### src/tkc_cfg.svh
`ifndef TKC_CFG_SVH
`define TKC_CFG_SVH

// Register byte offsets
`define TKC_OFF_CTRL      8'h00
`define TKC_OFF_TICKCTRL  8'h04
`define TKC_OFF_STATUS    8'h08
`define TKC_OFF_MASK      8'h0C
`define TKC_OFF_CNT       8'h10
`define TKC_OFF_PER       8'h14
`define TKC_OFF_CMP       8'h18
`define TKC_OFF_CRYSTAL_CALIBRATION_VALUE     8'h1C

// Control fields
`define TKC_CTRL_CEN      0
`define TKC_CTRL_CORR     1
`define TKC_CTRL_PSEL_LO  2
`define TKC_CTRL_CSEL_LO  6
`define TKC_TICK_EN       0
`define TKC_TICK_SEL_LO   1

// Status and mask bit positions
`define TKC_ST_OVF        0
`define TKC_ST_CMP        1
`define TKC_ST_TICK       2

// Calibration fields
`define TKC_CAL_SIGN      7

// Reset values
`define TKC_RST_PER       16'hFFFF
`define TKC_RST_CMP       16'h0000

// Correction interval in timekeeping cycles
`define TKC_CORR_INTERVAL 20'hF4240
`define TKC_OSC_DIV_LAST  5'h1F
// Level events tap prescaler bits for divisions 64 to 8192
`define TKC_EVT_LO        5
`define TKC_EVT_HI        12

`endif

### src/tkc_pkg.sv
package tkc_pkg;

  // Timekeeping reference source
  typedef enum logic [1:0] {
    TKC_SRC_XTAL   = 2'h0,
    TKC_SRC_EXTCLK = 2'h1,
    TKC_SRC_OSC    = 2'h2,
    TKC_SRC_OSC32  = 2'h3
  } tkc_clksel_e;

  // Direction of one crystal correction step
  typedef enum logic [2:0] {
    TKC_STEP_HOLD = 3'b001,
    TKC_STEP_ONE  = 3'b010,
    TKC_STEP_TWO  = 3'b100
  } tkc_step_e;

endpackage : tkc_pkg

### src/tkc_timekeeper.sv
// The register addresses and register access over Wishbone were left to the implementer.
`timescale 1ns/1ps
`include "tkc_cfg.svh"
module tkc_timekeeper
  import tkc_pkg::*;
#(
  parameter int unsigned CNT_W   = 16,
  parameter int unsigned PRESC_W = 15
) (
  input  wire logic        i_clk,
  input  wire logic        i_resetn,
  input  wire logic        i_wb_cyc,
  input  wire logic        i_wb_stb,
  input  wire logic        i_wb_we,
  input  wire logic [7:0]  i_wb_adr,
  input  wire logic [3:0]  i_wb_sel,
  input  wire logic [31:0] i_wb_dat,
  output logic      [31:0] o_wb_dat,
  output logic             o_wb_ack,
  input  wire logic        i_xtal_clk,
  input  wire logic        i_ext_clk,
  input  wire logic        i_osc_clk,
  output logic             o_irq,
  output logic             o_ovf_evt,
  output logic             o_cmp_evt,
  output logic      [7:0]  o_tick_lvl,
  output logic             o_tick_out
);

  ////////////////////////////////////////////////////////////////////////////
  // Reset release
  logic rst_meta_q;
  logic rst_n_q;

  // Two-stage release of the asynchronous reset
  always_ff @(posedge i_clk or negedge i_resetn) begin
    if (!i_resetn) begin
      rst_meta_q <= 1'b0;
      rst_n_q    <= 1'b0;
    end else begin
      rst_meta_q <= 1'b1;
      rst_n_q    <= rst_meta_q;
    end
  end

  ////////////////////////////////////////////////////////////////////////////
  // Register storage
  logic [7:0]         ctrl_q;
  logic [4:0]         tickctrl_q;
  logic [2:0]         status_q;
  logic [2:0]         mask_q;
  logic [CNT_W-1:0]   cnt_q;
  logic [CNT_W-1:0]   per_q;
  logic [CNT_W-1:0]   cmp_q;
  logic [7:0]         crystal_calibration_value_q;
  logic               ack_q;
  logic [31:0]        rdat_q;
  logic               acc_go;
  logic               wr_go;
  logic [31:0]        wmask;
  logic               cen;
  logic               ten;
  logic               corr_en;
  logic [3:0]         psel;
  tkc_clksel_e        csel;
  logic [3:0]         tsel;

  assign acc_go  = i_wb_cyc && i_wb_stb && !ack_q;
  assign wr_go   = acc_go && i_wb_we;
  assign wmask   = {{8{i_wb_sel[3]}}, {8{i_wb_sel[2]}}, {8{i_wb_sel[1]}}, {8{i_wb_sel[0]}}};
  assign cen     = ctrl_q[`TKC_CTRL_CEN];
  assign corr_en = ctrl_q[`TKC_CTRL_CORR];
  assign psel    = ctrl_q[`TKC_CTRL_PSEL_LO +: 4];
  assign csel    = tkc_clksel_e'(ctrl_q[`TKC_CTRL_CSEL_LO +: 2]);
  assign ten     = tickctrl_q[`TKC_TICK_EN];
  assign tsel    = tickctrl_q[`TKC_TICK_SEL_LO +: 4];

  // Byte-lane merge of write data into an old value
  function automatic logic [31:0] tkc_merge(input logic [31:0] old_v, input logic [31:0] new_v,
                                            input logic [31:0] lanes);
    tkc_merge = (old_v & ~lanes) | (new_v & lanes);
  endfunction : tkc_merge

  ////////////////////////////////////////////////////////////////////////////
  // Reference source selection
  logic        xtal_q;
  logic        ext_q;
  logic        osc_q;
  logic [4:0]  oscdiv_q;
  logic        xtal_rise;
  logic        ext_rise;
  logic        osc_rise;
  logic        osc32_rise;
  logic        src_tick;

  assign xtal_rise  = i_xtal_clk && !xtal_q;
  assign ext_rise   = i_ext_clk && !ext_q;
  assign osc_rise   = i_osc_clk && !osc_q;
  assign osc32_rise = osc_rise && (oscdiv_q == `TKC_OSC_DIV_LAST);

  // Edge history and oscillator divide-by-32
  always_ff @(posedge i_clk or negedge rst_n_q) begin
    if (!rst_n_q) begin
      xtal_q   <= 1'b0;
      ext_q    <= 1'b0;
      osc_q    <= 1'b0;
      oscdiv_q <= 5'h00;
    end else begin
      xtal_q <= i_xtal_clk;
      ext_q  <= i_ext_clk;
      osc_q  <= i_osc_clk;
      if (osc_rise) begin
        oscdiv_q <= oscdiv_q + 5'h01;
      end
    end
  end

  // One-cycle enable per timekeeping clock period
  always_comb begin
    case (csel)
      TKC_SRC_XTAL:   src_tick = xtal_rise;
      TKC_SRC_EXTCLK: src_tick = ext_rise;
      TKC_SRC_OSC:    src_tick = osc_rise;
      TKC_SRC_OSC32:  src_tick = osc32_rise;
      default:        src_tick = 1'b0;
    endcase
  end

  ////////////////////////////////////////////////////////////////////////////
  // Crystal correction
  logic        corr_run_q;
  logic        corr_ok;
  logic [19:0] ivl_q;
  logic [19:0] acc_q;
  logic [20:0] acc_sum;
  logic        corr_pulse;

  assign corr_ok    = corr_en && (csel == TKC_SRC_XTAL);
  assign acc_sum    = {1'b0, acc_q} + {14'h0000, crystal_calibration_value_q[6:0]};
  assign corr_pulse = corr_run_q && src_tick && (acc_sum >= {1'b0, `TKC_CORR_INTERVAL});

  // Interval and spreading accumulator
  always_ff @(posedge i_clk or negedge rst_n_q) begin
    if (!rst_n_q) begin
      corr_run_q <= 1'b0;
      ivl_q      <= 20'h00000;
      acc_q      <= 20'h00000;
    end else if (!corr_run_q) begin
      if (corr_ok) begin
        corr_run_q <= 1'b1;
        ivl_q      <= 20'h00000;
        acc_q      <= 20'h00000;
      end
    end else if (src_tick) begin
      if (ivl_q == `TKC_CORR_INTERVAL - 20'h00001) begin
        ivl_q <= 20'h00000;
        acc_q <= 20'h00000;
        if (!corr_ok) begin
          corr_run_q <= 1'b0;
        end
      end else begin
        ivl_q <= ivl_q + 20'h00001;
        acc_q <= corr_pulse ? 20'(acc_sum - {1'b0, `TKC_CORR_INTERVAL}) : acc_sum[19:0];
      end
    end
  end

  ////////////////////////////////////////////////////////////////////////////
  // Shared prescaler
  logic [PRESC_W-1:0] presc_q;
  logic [PRESC_W-1:0] presc_nx;
  logic [PRESC_W-1:0] pmask;
  logic [PRESC_W:0]   pone;
  tkc_step_e          step;
  logic               run;
  logic               cnt_tick;
  logic               tick_evt;

  assign run  = cen || ten;
  assign pone = (PRESC_W+1)'(1) << psel;
  assign pmask = pone[PRESC_W-1:0] - PRESC_W'(1);

  // Correction skips or inserts a prescaler count
  always_comb begin
    step = TKC_STEP_ONE;
    if (corr_pulse) begin
      step = crystal_calibration_value_q[`TKC_CAL_SIGN] ? TKC_STEP_TWO : TKC_STEP_HOLD;
    end
    case (step)
      TKC_STEP_HOLD: presc_nx = presc_q;
      TKC_STEP_ONE:  presc_nx = presc_q + PRESC_W'(1);
      TKC_STEP_TWO:  presc_nx = presc_q + PRESC_W'(2);
      default:       presc_nx = presc_q;
    endcase
  end

  // Counter enable when the masked prescaler bits wrap
  assign cnt_tick = run && src_tick && (step != TKC_STEP_HOLD) &&
                    ((psel == 4'h0) || ((presc_nx & pmask) < (presc_q & pmask)));
  // Tick event on rising edge of the selected prescaler bit
  assign tick_evt = ten && src_tick && (tsel != 4'h0) && (tsel != 4'hF) &&
                    presc_nx[tsel] && !presc_q[tsel];

  // Prescaler held at zero while both functions are off
  always_ff @(posedge i_clk or negedge rst_n_q) begin
    if (!rst_n_q) begin
      presc_q <= '0;
    end else if (!run) begin
      presc_q <= '0;
    end else if (src_tick) begin
      presc_q <= presc_nx;
    end
  end

  ////////////////////////////////////////////////////////////////////////////
  // Counter
  logic wr_cnt;
  logic hit_per;
  logic hit_cmp;
  assign wr_cnt  = wr_go && (i_wb_adr == `TKC_OFF_CNT);
  assign hit_per = cen && cnt_tick && (cnt_q == per_q);
  assign hit_cmp = cen && cnt_tick && (cnt_q == cmp_q);

  // Counting runs whatever the system sleep state
  always_ff @(posedge i_clk or negedge rst_n_q) begin
    if (!rst_n_q) begin
      cnt_q <= '0;
    end else if (wr_cnt) begin
      cnt_q <= CNT_W'(tkc_merge(32'(cnt_q), i_wb_dat, wmask));
    end else if (hit_per) begin
      cnt_q <= '0;
    end else if (cen && cnt_tick) begin
      cnt_q <= cnt_q + CNT_W'(1);
    end
  end

  // Event pulses and level events
  always_ff @(posedge i_clk or negedge rst_n_q) begin
    if (!rst_n_q) begin
      o_ovf_evt  <= 1'b0;
      o_cmp_evt  <= 1'b0;
      o_tick_lvl <= 8'h00;
      o_tick_out <= 1'b0;
    end else begin
      o_ovf_evt  <= hit_per;
      o_cmp_evt  <= hit_cmp;
      o_tick_lvl <= ten ? presc_q[`TKC_EVT_HI:`TKC_EVT_LO] : 8'h00;
      o_tick_out <= ten && (tsel != 4'h0) && (tsel != 4'hF) && presc_q[tsel];
    end
  end

  ////////////////////////////////////////////////////////////////////////////
  // Status flags: set wins over write-one-to-clear
  logic [2:0] st_set;
  logic [2:0] st_clr;
  assign st_set = {tick_evt, hit_cmp, hit_per};
  assign st_clr = (wr_go && (i_wb_adr == `TKC_OFF_STATUS) && i_wb_sel[0]) ? i_wb_dat[2:0] : 3'h0;

  always_ff @(posedge i_clk or negedge rst_n_q) begin
    if (!rst_n_q) begin
      status_q <= 3'h0;
    end else begin
      status_q <= (status_q & ~st_clr) | st_set;
    end
  end

  // Level interrupt, also the wake request
  assign o_irq = |(status_q & mask_q);

  ////////////////////////////////////////////////////////////////////////////
  // Wishbone slave: writes
  always_ff @(posedge i_clk or negedge rst_n_q) begin
    if (!rst_n_q) begin
      ctrl_q     <= 8'h00;
      tickctrl_q <= 5'h00;
      mask_q     <= 3'h0;
      per_q      <= `TKC_RST_PER;
      cmp_q      <= `TKC_RST_CMP;
      crystal_calibration_value_q    <= 8'h00;
    end else if (wr_go) begin
      case (i_wb_adr)
        `TKC_OFF_CTRL:     ctrl_q     <= 8'(tkc_merge(32'(ctrl_q), i_wb_dat, wmask));
        `TKC_OFF_TICKCTRL: tickctrl_q <= 5'(tkc_merge(32'(tickctrl_q), i_wb_dat, wmask));
        `TKC_OFF_MASK:     mask_q     <= 3'(tkc_merge(32'(mask_q), i_wb_dat, wmask));
        `TKC_OFF_PER:      per_q      <= CNT_W'(tkc_merge(32'(per_q), i_wb_dat, wmask));
        `TKC_OFF_CMP:      cmp_q      <= CNT_W'(tkc_merge(32'(cmp_q), i_wb_dat, wmask));
        `TKC_OFF_CRYSTAL_CALIBRATION_VALUE:    crystal_calibration_value_q    <= 8'(tkc_merge(32'(crystal_calibration_value_q), i_wb_dat, wmask));
        default:           ctrl_q     <= ctrl_q;
      endcase
    end
  end

  // Wishbone slave: acknowledge and registered read data
  always_ff @(posedge i_clk or negedge rst_n_q) begin
    if (!rst_n_q) begin
      ack_q  <= 1'b0;
      rdat_q <= 32'h00000000;
    end else begin
      ack_q <= acc_go;
      if (acc_go && !i_wb_we) begin
        case (i_wb_adr)
          `TKC_OFF_CTRL:     rdat_q <= {24'h000000, ctrl_q};
          `TKC_OFF_TICKCTRL: rdat_q <= {27'h0000000, tickctrl_q};
          `TKC_OFF_STATUS:   rdat_q <= {29'h00000000, status_q};
          `TKC_OFF_MASK:     rdat_q <= {29'h00000000, mask_q};
          `TKC_OFF_CNT:      rdat_q <= 32'(cnt_q);
          `TKC_OFF_PER:      rdat_q <= 32'(per_q);
          `TKC_OFF_CMP:      rdat_q <= 32'(cmp_q);
          `TKC_OFF_CRYSTAL_CALIBRATION_VALUE:    rdat_q <= {24'h000000, crystal_calibration_value_q};
          default:           rdat_q <= 32'h00000000;
        endcase
      end
    end
  end

  assign o_wb_ack = ack_q;
  assign o_wb_dat = rdat_q;
endmodule : tkc_timekeeper

### config.mk
export PLATFORM = sky130hd
export DESIGN_NAME = tkc_timekeeper
export DESIGN_NICKNAME = d
export VERILOG_FILES = /design/src/tkc_pkg.sv /design/src/tkc_timekeeper.sv
export VERILOG_INCLUDE_DIRS = /design/src /design/src/src
export SDC_FILE = /design/constraint.sdc
export NUM_CORES = 1
export LEC_CHECK = 0
export BUFFER_PORTS_ARGS = -buffer_cell sky130_fd_sc_hd__clkbuf_2
export CAP_MARGIN = 5
export CORE_MARGIN = 4
export CORE_UTILIZATION = 55
export CTS_CLUSTER_DIAMETER = 60
export DETAILED_ROUTE_END_ITERATION = 8
export MAX_ROUTING_LAYER = met4
export PLACE_DENSITY = 0.76
export SYNTH_ARGS = -nofsm -noshare
export SYNTH_HDL_FRONTEND = slang
export SYNTH_SLANG_ARGS = --single-unit
### constraint.sdc
create_clock -name i_clk -period 11.3 [get_ports i_clk]
set_clock_uncertainty 0.15 [all_clocks]
set_input_delay 0.565 -clock i_clk [delete_from_list [all_inputs] [get_ports i_clk]]
set_output_delay 0.565 -clock i_clk [all_outputs]
set_load 0.02 [all_outputs]
==> results of run 1 <==
metal layers:
layer | track usage (%) | vias to the layer above | routed length (um)
li1 | - | 4203 | -
met1 | 35.1 | 4311 | 12100
met2 | 37.4 | 253 | 12100
met3 | 3.93 | 34 | 1460
met4 | 7.02 | 0 | 431
met5 | - | - | 0
power by group:
group,internal (mW),switching [mW]
Clock,0.300,0.287
Sequential,0.624,0.0205
Combinational,0.0408,0.0647
Total,0.965,0.372
final cells by class:
cell class | count | area (um2) | area share (%)
Sequential cell | 169 | 4250 | 36.3
Timing Repair Buffer | 76 | 418 | 3.57
Inverter | 24 | 90.1 | 0.769
Clock buffer | 17 | 425 | 3.63
Multi-Input combinational cell | 906 | 6030 | 51.5
Clock inverter | 15 | 170 | 1.45
Tap cell | 265 | 332 | 2.83
layout by cell type, fill, tap and decap left out, types with 14 or more instances in the layout:
master,Yosys,layout
sky130_fd_sc_hd__nor2_1,88,88
sky130_fd_sc_hd__o21ai_0,87,87
sky130_fd_sc_hd__and2_1,17,17
sky130_fd_sc_hd__xor2_1,61,61
sky130_fd_sc_hd__and3_1,28,28
sky130_fd_sc_hd__a22oi_1,24,24
sky130_fd_sc_hd__xnor2_1,27,27
sky130_fd_sc_hd__nor3_1,32,32
sky130_fd_sc_hd__dfstp_2,16,16
sky130_fd_sc_hd__nand2b_1,14,14
sky130_fd_sc_hd__ha_1,30,30
sky130_fd_sc_hd__nand3_1,33,33
sky130_fd_sc_hd__clkbuf_16,0,17
sky130_fd_sc_hd__clkbuf_2,0,62
sky130_fd_sc_hd__conb_1,2,17
sky130_fd_sc_hd__a21o_1,14,14
sky130_fd_sc_hd__mux2_2,55,55
sky130_fd_sc_hd__a21oi_1,48,48
sky130_fd_sc_hd__inv_1,23,23
sky130_fd_sc_hd__nor4_1,15,15
sky130_fd_sc_hd__dfrtp_1,153,152
sky130_fd_sc_hd__nand2_1,143,143
worst register-to-register path, stage by stage (launching register included):
cell,delay (ns)
sky130_fd_sc_hd__dfrtp_1,0.43
sky130_fd_sc_hd__ha_1,0.25
sky130_fd_sc_hd__fa_1,0.43
sky130_fd_sc_hd__a211oi_2,0.33
sky130_fd_sc_hd__nor2_2,0.12
sky130_fd_sc_hd__or2_2,0.31
sky130_fd_sc_hd__xor2_1,0.26
sky130_fd_sc_hd__ha_1,0.23
sky130_fd_sc_hd__nand3_1,0.07
sky130_fd_sc_hd__nor3_1,0.22
sky130_fd_sc_hd__nand3_1,0.15
sky130_fd_sc_hd__a2111oi_4,0.46
sky130_fd_sc_hd__o31a_2,0.47
sky130_fd_sc_hd__mux2i_4,0.44
sky130_fd_sc_hd__nor2_4,0.10
sky130_fd_sc_hd__and3_1,0.21
sky130_fd_sc_hd__xnor2_1,0.22
sky130_fd_sc_hd__nor2_1,0.08
sky130_fd_sc_hd__ha_1,0.31
sky130_fd_sc_hd__nand4_1,0.11
sky130_fd_sc_hd__nor3b_1,0.33
sky130_fd_sc_hd__nand3_1,0.13
sky130_fd_sc_hd__a21oi_1,0.53
sky130_fd_sc_hd__nor3_4,0.20
sky130_fd_sc_hd__nand2b_1,0.42
sky130_fd_sc_hd__o31a_1,0.37
sky130_fd_sc_hd__o21ai_0,0.06
final timing paths:
kind,start,to,slack (ns),cells after the start
hold / removal,rst_n_q,acc_q[8],0.02,0
max in group asynchronous,rst_n_q,async pin,8.83,2
setup / recovery,flop,flop,3.87,26
setup reg to reg,flop,flop,3.87,26
hold reg to reg,rst_n_q,acc_q[8],0.02,0
min in group i_clk,i_osc_clk,osc_q,0.10,1
per-stage QoR:
| step | hold slack (ns) | utilization [%] | area (um2) | instances | power, mW |
|---|---|---|---|---|---|
| final | 0.0168 | 60.4 | 11700 | 1472 | 1.34 |
| after global routing | 0.0334 | 60.4 | 11700 | 1472 | 1.39 |
| after CTS | 0.0245 | 60.4 | 11700 | 1472 | 1.35 |
| after detailed placement | 0.0178 | 57.3 | 11100 | 1439 | 0.760 |
| after global placement | 0.0185 | 57.3 | 11100 | 1439 | 0.755 |
| after floorplan | 0.119 | - | 10900 | 1184 | 0.734 |
cells by family (layout without fill, tap and decap cells):
family,count (synthesis),count (layout),share of synthesized area (%)
other,2,17,0.0694
buffers and inverters,109,132,5.55
AO/OA/AOI/OAI,268,268,16.7
AND/OR/NAND/NOR,432,432,19.9
adder cells (fa/ha/maj),31,31,3.65
XOR/XNOR,88,88,7.12
multiplexers,70,70,7.77
flip-flops,169,169,39.2
==> run summary, run 1 <==
### Status
* finished, final reports clean — run status

### Clocking
* 1 — number of hold buffers added after cts
* sky130_fd_sc_hd__clkbuf_16 — root buffer selected by CTS
* yes — clock tree from TritonCTS
* 0.08 ns — clock transition at the register clock pins on the worst setup and hold paths after CTS
* 0.43 ns — Clock Latency Late Sink
* 0 — post-cts repair resize count
* 4 — total number of H-tree levels
* 169 — TritonCTS sink count
* 17 — number of buffers created by CTS
* 2 — Clock Path Buffers
* 0 — Post CTS Setup Buffer Count

### Timing
* 0 — Max Slew Vio Count
* 7.43 ns — Period minus WS final
* 3.87 ns — Setup WS post-layout
* 65.8% — share of the clock period used by the worst path after layout
* 30.0% — worst relative slew slack
* 1.05 ns — slew of the pin with the lowest slew margin
* no — RSZ-0062 raised after global routing
* 0 — final count of hold timing violations
* 0 — setup violation total in the final timing report
* 135 MHz — achievable clock frequency
* 0 ns — Setup Total Neg Slack

### Floorplanning
* 55.8% — effective utilization at floorplan
* 19,400 um2 — area of the core
* 97 — number of primary I/O pins
* 148 um — die height
* 51 — count of standard-cell rows
* 148 um — Die Span X
* 22,000 um2 — die outline area

### Logic synthesis
* 9.26 um2 — average size of a mapped cell
* 10,800 um2 — post-synth design cell area
* sky130_fd_sc_hd__dfrtp_1 — cell taking the most area after synthesis
* 39.2% — proportion of synthesized chip area in sequential cells
* sky130_fd_sc_hd__dfrtp_1 (35%), sky130_fd_sc_hd__mux2_2 (5.7%), sky130_fd_sc_hd__nand2_1 (5.0%) — leading post-synthesis cells by cell area
* sky130_fd_sc_hd__dfrtp_1 — most common cell in the synthesized netlist
* 1,169 — cell count after synthesis
* sky130_fd_sc_hd__dfrtp_1 — dominant register cell in the synthesized netlist
* 35.4% — post-synth top area share
* 0 — count of flip-flops with a built-in enable after synthesis
* 169 — register bit total from synthesis
* 0 — number of warnings reported in the yosys synthesis log
* sky130_fd_sc_hd__dfrtp_1 (153), sky130_fd_sc_hd__nand2_1 (143), sky130_fd_sc_hd__nor2_1 (88) — Post-synth top cells
* 100% — proportion of register bits with asynchronous set or reset after synthesis
* 92 — Distinct cells, synth

### Global route
* 43,000 um — global-route wire length before repair
* 81 — largest net degree at the start of global routing
* 0 — Remaining Overflow, GRT
* 8,291 — number of global-route vias before repair
* 24.8% — Tot GR Track Use
* 0 — antenna violations before repair

### Job
* 0 — # Max-Cap Violations

### Power and ir drop
* 0.123 mV — worst supply voltage drop on vdd
* 5.16 nW — LEAKAGE
* 114 nW/um2 — power density relative to cell area

### Finish
* 0 — antenna diode count
* 1,678 — Filler Cell Count
* 18.2% — share of layout cells above drive strength 1
* 1,277 — total number of nets in the final design
* 8.26% — area added between synthesis and finish

### Route
* 0 — count of unresolved DRC violations after routing
* 5.98 — vias per cell
* 26,100 um — total routed wirelength
* 17.8 um — wire length per cell
* 875 — starting DRC count in detailed routing
* 5 — Detailed Routing Iterations Pass 1
* 0 — antenna violation net count after detailed routing
* 8,801 — routed via count

### Placement
* 18,700 um — placed wire-length estimate
* 62 — count of input and output buffers
* 0.947 — final weighted congestion in routability-driven placement
* 3.94 ns — worst setup slack before clock tree synthesis

### Critical path
* sky130_fd_sc_hd__a21oi_1 — Slowest cell on crit path
* flop — type of destination of the critical path
* 0.53 ns — largest incremental delay on the critical path
* 11.51 ns — required time worst endpoint
* 7.65 ns — data arrival at the endpoint of the critical path
* simple AND/OR/NAND/NOR gates — Top delay family on crit path
* 0 — Critical path buffers and inverters
* reg -> reg — Setup Crit Path Kind
* flop — critical path launch point type
* 12 — largest driver fanout on the critical path

### Hold path
* reg -> async — class of the tightest hold or removal check

Note: power is estimated with default switching activity, not from simulation.
==> inputs of run 2 (changes only) <==
--- a/config.mk
+++ b/config.mk
@@ -6,6 +6,7 @@
 export SDC_FILE = /design/constraint.sdc
 export NUM_CORES = 1
 export LEC_CHECK = 0
+export ABC_AREA = 1
 export BUFFER_PORTS_ARGS = -buffer_cell sky130_fd_sc_hd__clkbuf_2
 export CAP_MARGIN = 5
 export CORE_MARGIN = 4
@@ -13,7 +14,7 @@
 export CTS_CLUSTER_DIAMETER = 60
 export DETAILED_ROUTE_END_ITERATION = 8
 export MAX_ROUTING_LAYER = met4
-export PLACE_DENSITY = 0.76
+export PLACE_DENSITY = 0.75
 export SYNTH_ARGS = -nofsm -noshare
 export SYNTH_HDL_FRONTEND = slang
 export SYNTH_SLANG_ARGS = --single-unit
==> constraint.sdc (replaced) <==
create_clock -name i_clk -period 7.8 [get_ports i_clk]
set_clock_uncertainty 0.15 [all_clocks]
set_input_delay 0.39 -clock i_clk [delete_from_list [all_inputs] [get_ports i_clk]]
set_output_delay 0.39 -clock i_clk [all_outputs]
set_load 0.02 [all_outputs]
==> run 2 against run 1 <==
  * Sequential cell count unchanged
  * Clock power up 47%
  * Highest routed layer unchanged
  * Wire length up 18%
  * Maximum frequency is 15% higher
  * Sequential share of layout area decreased by 1.9 points
  * Die area increased by 3.8%
  * Synthesized cell count grew 36%
  * Critical path depth rose by 7
==> run summary, run 2 <==
### Status
* finished, final reports clean — run status

### Floorplanning
* 151 um — Die Span X, +1.9%
* 97 — number of primary I/O pins, unchanged
* 151 um — die height, +1.9%
* 20,200 um2 — area of the core, +4.0%
* 22,800 um2 — die outline area, +3.8%
* 52 — count of standard-cell rows, +2.0%
* 55.8% — effective utilization at floorplan, about the same

### Finish
* 61.3% — final standard cell utilization of the core, +0.87 points
* sky130_fd_sc_hd__nand2_1 — most common cell after layout, fill and taps aside
* 1,730 — total number of nets in the final design, +35%
* 9.81% — area added between synthesis and finish
* 0 — antenna diode count, unchanged
* 1,930 — non-filler instance count after layout, +31%
* 10.2% — share of layout cells above drive strength 1, -8.0 points
* sky130_fd_sc_hd__nand2_1 (440), sky130_fd_sc_hd__inv_1 (216), sky130_fd_sc_hd__dfrtp_1 (152) — commonest non-fill, non-tap cells in the layout

### Placement
* 0.945 — final weighted congestion in routability-driven placement, -0.23%
* 22,600 um — placed wire-length estimate, +21%
* 1.51 ns — worst setup slack before clock tree synthesis, -2.43 ns
* 62 — count of input and output buffers, unchanged
* 1,894 — DP Cell Count, +32%

### Route
* 30,800 um — total routed wirelength, +18%
* 5.52 — vias per cell, -7.7%
* 0 — antenna violation net count after detailed routing, unchanged
* 5 — Detailed Routing Iterations Pass 1, unchanged
* met4 — uppermost signal routing layer after detailed routing
* 14,600 um — detailed route wirelength on metal2, +20%
* 16.0 um — wire length per cell, -10%
* 0 — count of unresolved DRC violations after routing, unchanged
* 13,500 um — met1 layer wirelength in the final routing, +11%
* 1930 um — met3 routed wirelength, +32%
* 10,650 — routed via count, +21%
* 873 — starting DRC count in detailed routing, -0.23%

### Logic synthesis
* 11,300 um2 — post-synth design cell area, +4.0%
* 1,593 — cell count after synthesis, +36%
* 34.0% — post-synth top area share, -1.4 points
* 100% — proportion of register bits with asynchronous set or reset after synthesis, unchanged
* sky130_fd_sc_hd__nand2_1 — most common cell in the synthesized netlist
* 7.07 um2 — average size of a mapped cell, -24%
* sky130_fd_sc_hd__dfrtp_1 (34%), sky130_fd_sc_hd__nand2_1 (15%), sky130_fd_sc_hd__inv_1 (7.2%) — leading post-synthesis cells by cell area
* sky130_fd_sc_hd__dfrtp_1 — cell taking the most area after synthesis
* sky130_fd_sc_hd__dfrtp_1 — dominant register cell in the synthesized netlist
* 0 — count of flip-flops with a built-in enable after synthesis, unchanged
* sky130_fd_sc_hd__nand2_1 (440), sky130_fd_sc_hd__inv_1 (216), sky130_fd_sc_hd__dfrtp_1 (153) — Post-synth top cells
* 37.7% — proportion of synthesized chip area in sequential cells, -1.5 points
* 0 — number of warnings reported in the yosys synthesis log, unchanged
* 169 — register bit total from synthesis, unchanged
* 56 — Distinct cells, synth, -39%

### Global route
* 0 — Remaining Overflow, GRT, unchanged
* 50,600 um — global-route wire length before repair, +18%
* 9,956 — number of global-route vias before repair, +20%
* 28.6% — Tot GR Track Use, +3.8 points
* 0 — antenna violations before repair, unchanged
* 79 — largest net degree at the start of global routing, -2.5%

### Clocking
* 0.44 ns — Clock Latency Late Sink, about the same
* 0 — post-cts repair resize count, unchanged
* 4 — total number of H-tree levels, unchanged
* 169 — TritonCTS sink count, unchanged
* yes — clock tree from TritonCTS
* 0.08 ns — clock transition at the register clock pins on the worst setup and hold paths after CTS, about the same
* 2 — Clock Path Buffers, unchanged
* sky130_fd_sc_hd__clkbuf_16 — root buffer selected by CTS
* 17 — number of buffers created by CTS, unchanged

### Job
* 0 — # Max-Cap Violations, unchanged

### Critical path
* sky130_fd_sc_hd__nand2_1 — cell mode on critical path
* 6.71 ns — data arrival at the endpoint of the critical path, -0.94 ns
* 0.53 ns — largest incremental delay on the critical path, about the same
* 8.03 ns — required time worst endpoint, -3.48 ns
* flop — critical path launch point type
* sky130_fd_sc_hd__inv_1 — Slowest cell on crit path
* 24 — largest driver fanout on the critical path, +12
* reg -> reg — Setup Crit Path Kind
* flop — type of destination of the critical path

### Timing
* 6.47 ns — Period minus WS final, -0.959 ns
* 83.0% — share of the clock period used by the worst path after layout, +17 points
* 0 — setup violation total in the final timing report, unchanged
* 0 ns — Setup Total Neg Slack, unchanged
* 1.33 ns — Setup WS post-layout, -2.54 ns
* 0 — Max Slew Vio Count, unchanged
* 0 — final count of hold timing violations, unchanged
* 25.3% — worst relative slew slack, -4.7 points
* 154 MHz — achievable clock frequency, +15%
* no — RSZ-0062 raised after global routing
* 1.12 ns — slew of the pin with the lowest slew margin, +0.0684 ns

### Power and ir drop
* 2.12 mW — Overall Power, +59%
* 0.160 mV — worst supply voltage drop on vdd, +30%
* 171 nW/um2 — power density relative to cell area, +50%
* 5.93 nW — LEAKAGE, +15%

### Hold path
* in -> reg — class of the tightest hold or removal check

==> run 2: stage by stage <==
stage               instance area, um2  hold WS [ns]
finish                           12400        0.0190
floorplan                        11300       -0.0556
CTS                              12400        0.0105
global route                     12400        0.0440
detailed placement               11700        0.0295
global placement                 11700        0.0264
==> run 2: cell type report <==
type                       count  area (um2)
sequential                   169        4250
clock buffer                  17         425
fill                        1895        7810
tap                          270         338
timing repair buffer          72         395
clock inverter                15         176
multi-input combinational   1160        5920
inverter                     227         852
==> run 2: path summary, 6_finish.rpt <==
| check | start | to | slack (ns) | cells after the start |
|---|---|---|---|---|
| worst min-delay path | i_wb_cyc | o_wb_ack | 0.02 | 3 |
| worst max-delay path | flop | flop | 1.33 | 33 |
| min in group asynchronous | i_resetn | rst_n_q | 0.11 | 2 |
| worst min register to register | rst_n_q | o_wb_dat[13] | 0.17 | 0 |
| worst max register to register | flop | flop | 1.33 | 33 |
| max in group asynchronous | rst_n_q | async pin | 5.92 | 1 |
==> run 2: worst max-delay path: cells and delay by family, from the launching register on <==
family	cells	cell delay (ns)
and+or+nand+nor	23	2.88
adders and majority gates	4	1.19
AOI/OAI and AO/OA	4	1.09
buffers and inverters	2	0.64
DFF	1	0.43
==> run 2: repair_timing <==
item | 4_1_cts | 5_1_grt
buffers inserted | 0 | 0
setup endpoints to repair | 0 | 0
hold buffers | 4 | 0
hold endpoints to repair | 5 | 0
==> run 2: layer usage <==
metal	track usage, %	vias up
li1	-	5273
met4	8.57	0
met2	45.4	352
met5	-	-
met3	4.46	56
met1	38.2	4969
==> run 2: cell families (layout without fill, tap and decap cells) <==
group,count (synthesis),count (layout),synth area share [%]
buffers and inverters,279,331,10.1
xor gates and xnor gates,57,57,4.43
and+or+nand+nor,798,798,30.7
AOI/OAI and AO/OA,257,257,13.4
other,2,17,0.0667
adders and majority gates,31,31,3.51
DFF,169,169,37.7
==> run 2: report_power, final <==
part,internal (mW),total [mW],switching [mW]
clock,0.433,0.860,0.427
combinational,0.0994,0.275,0.176
sequential,0.931,0.985,0.0536
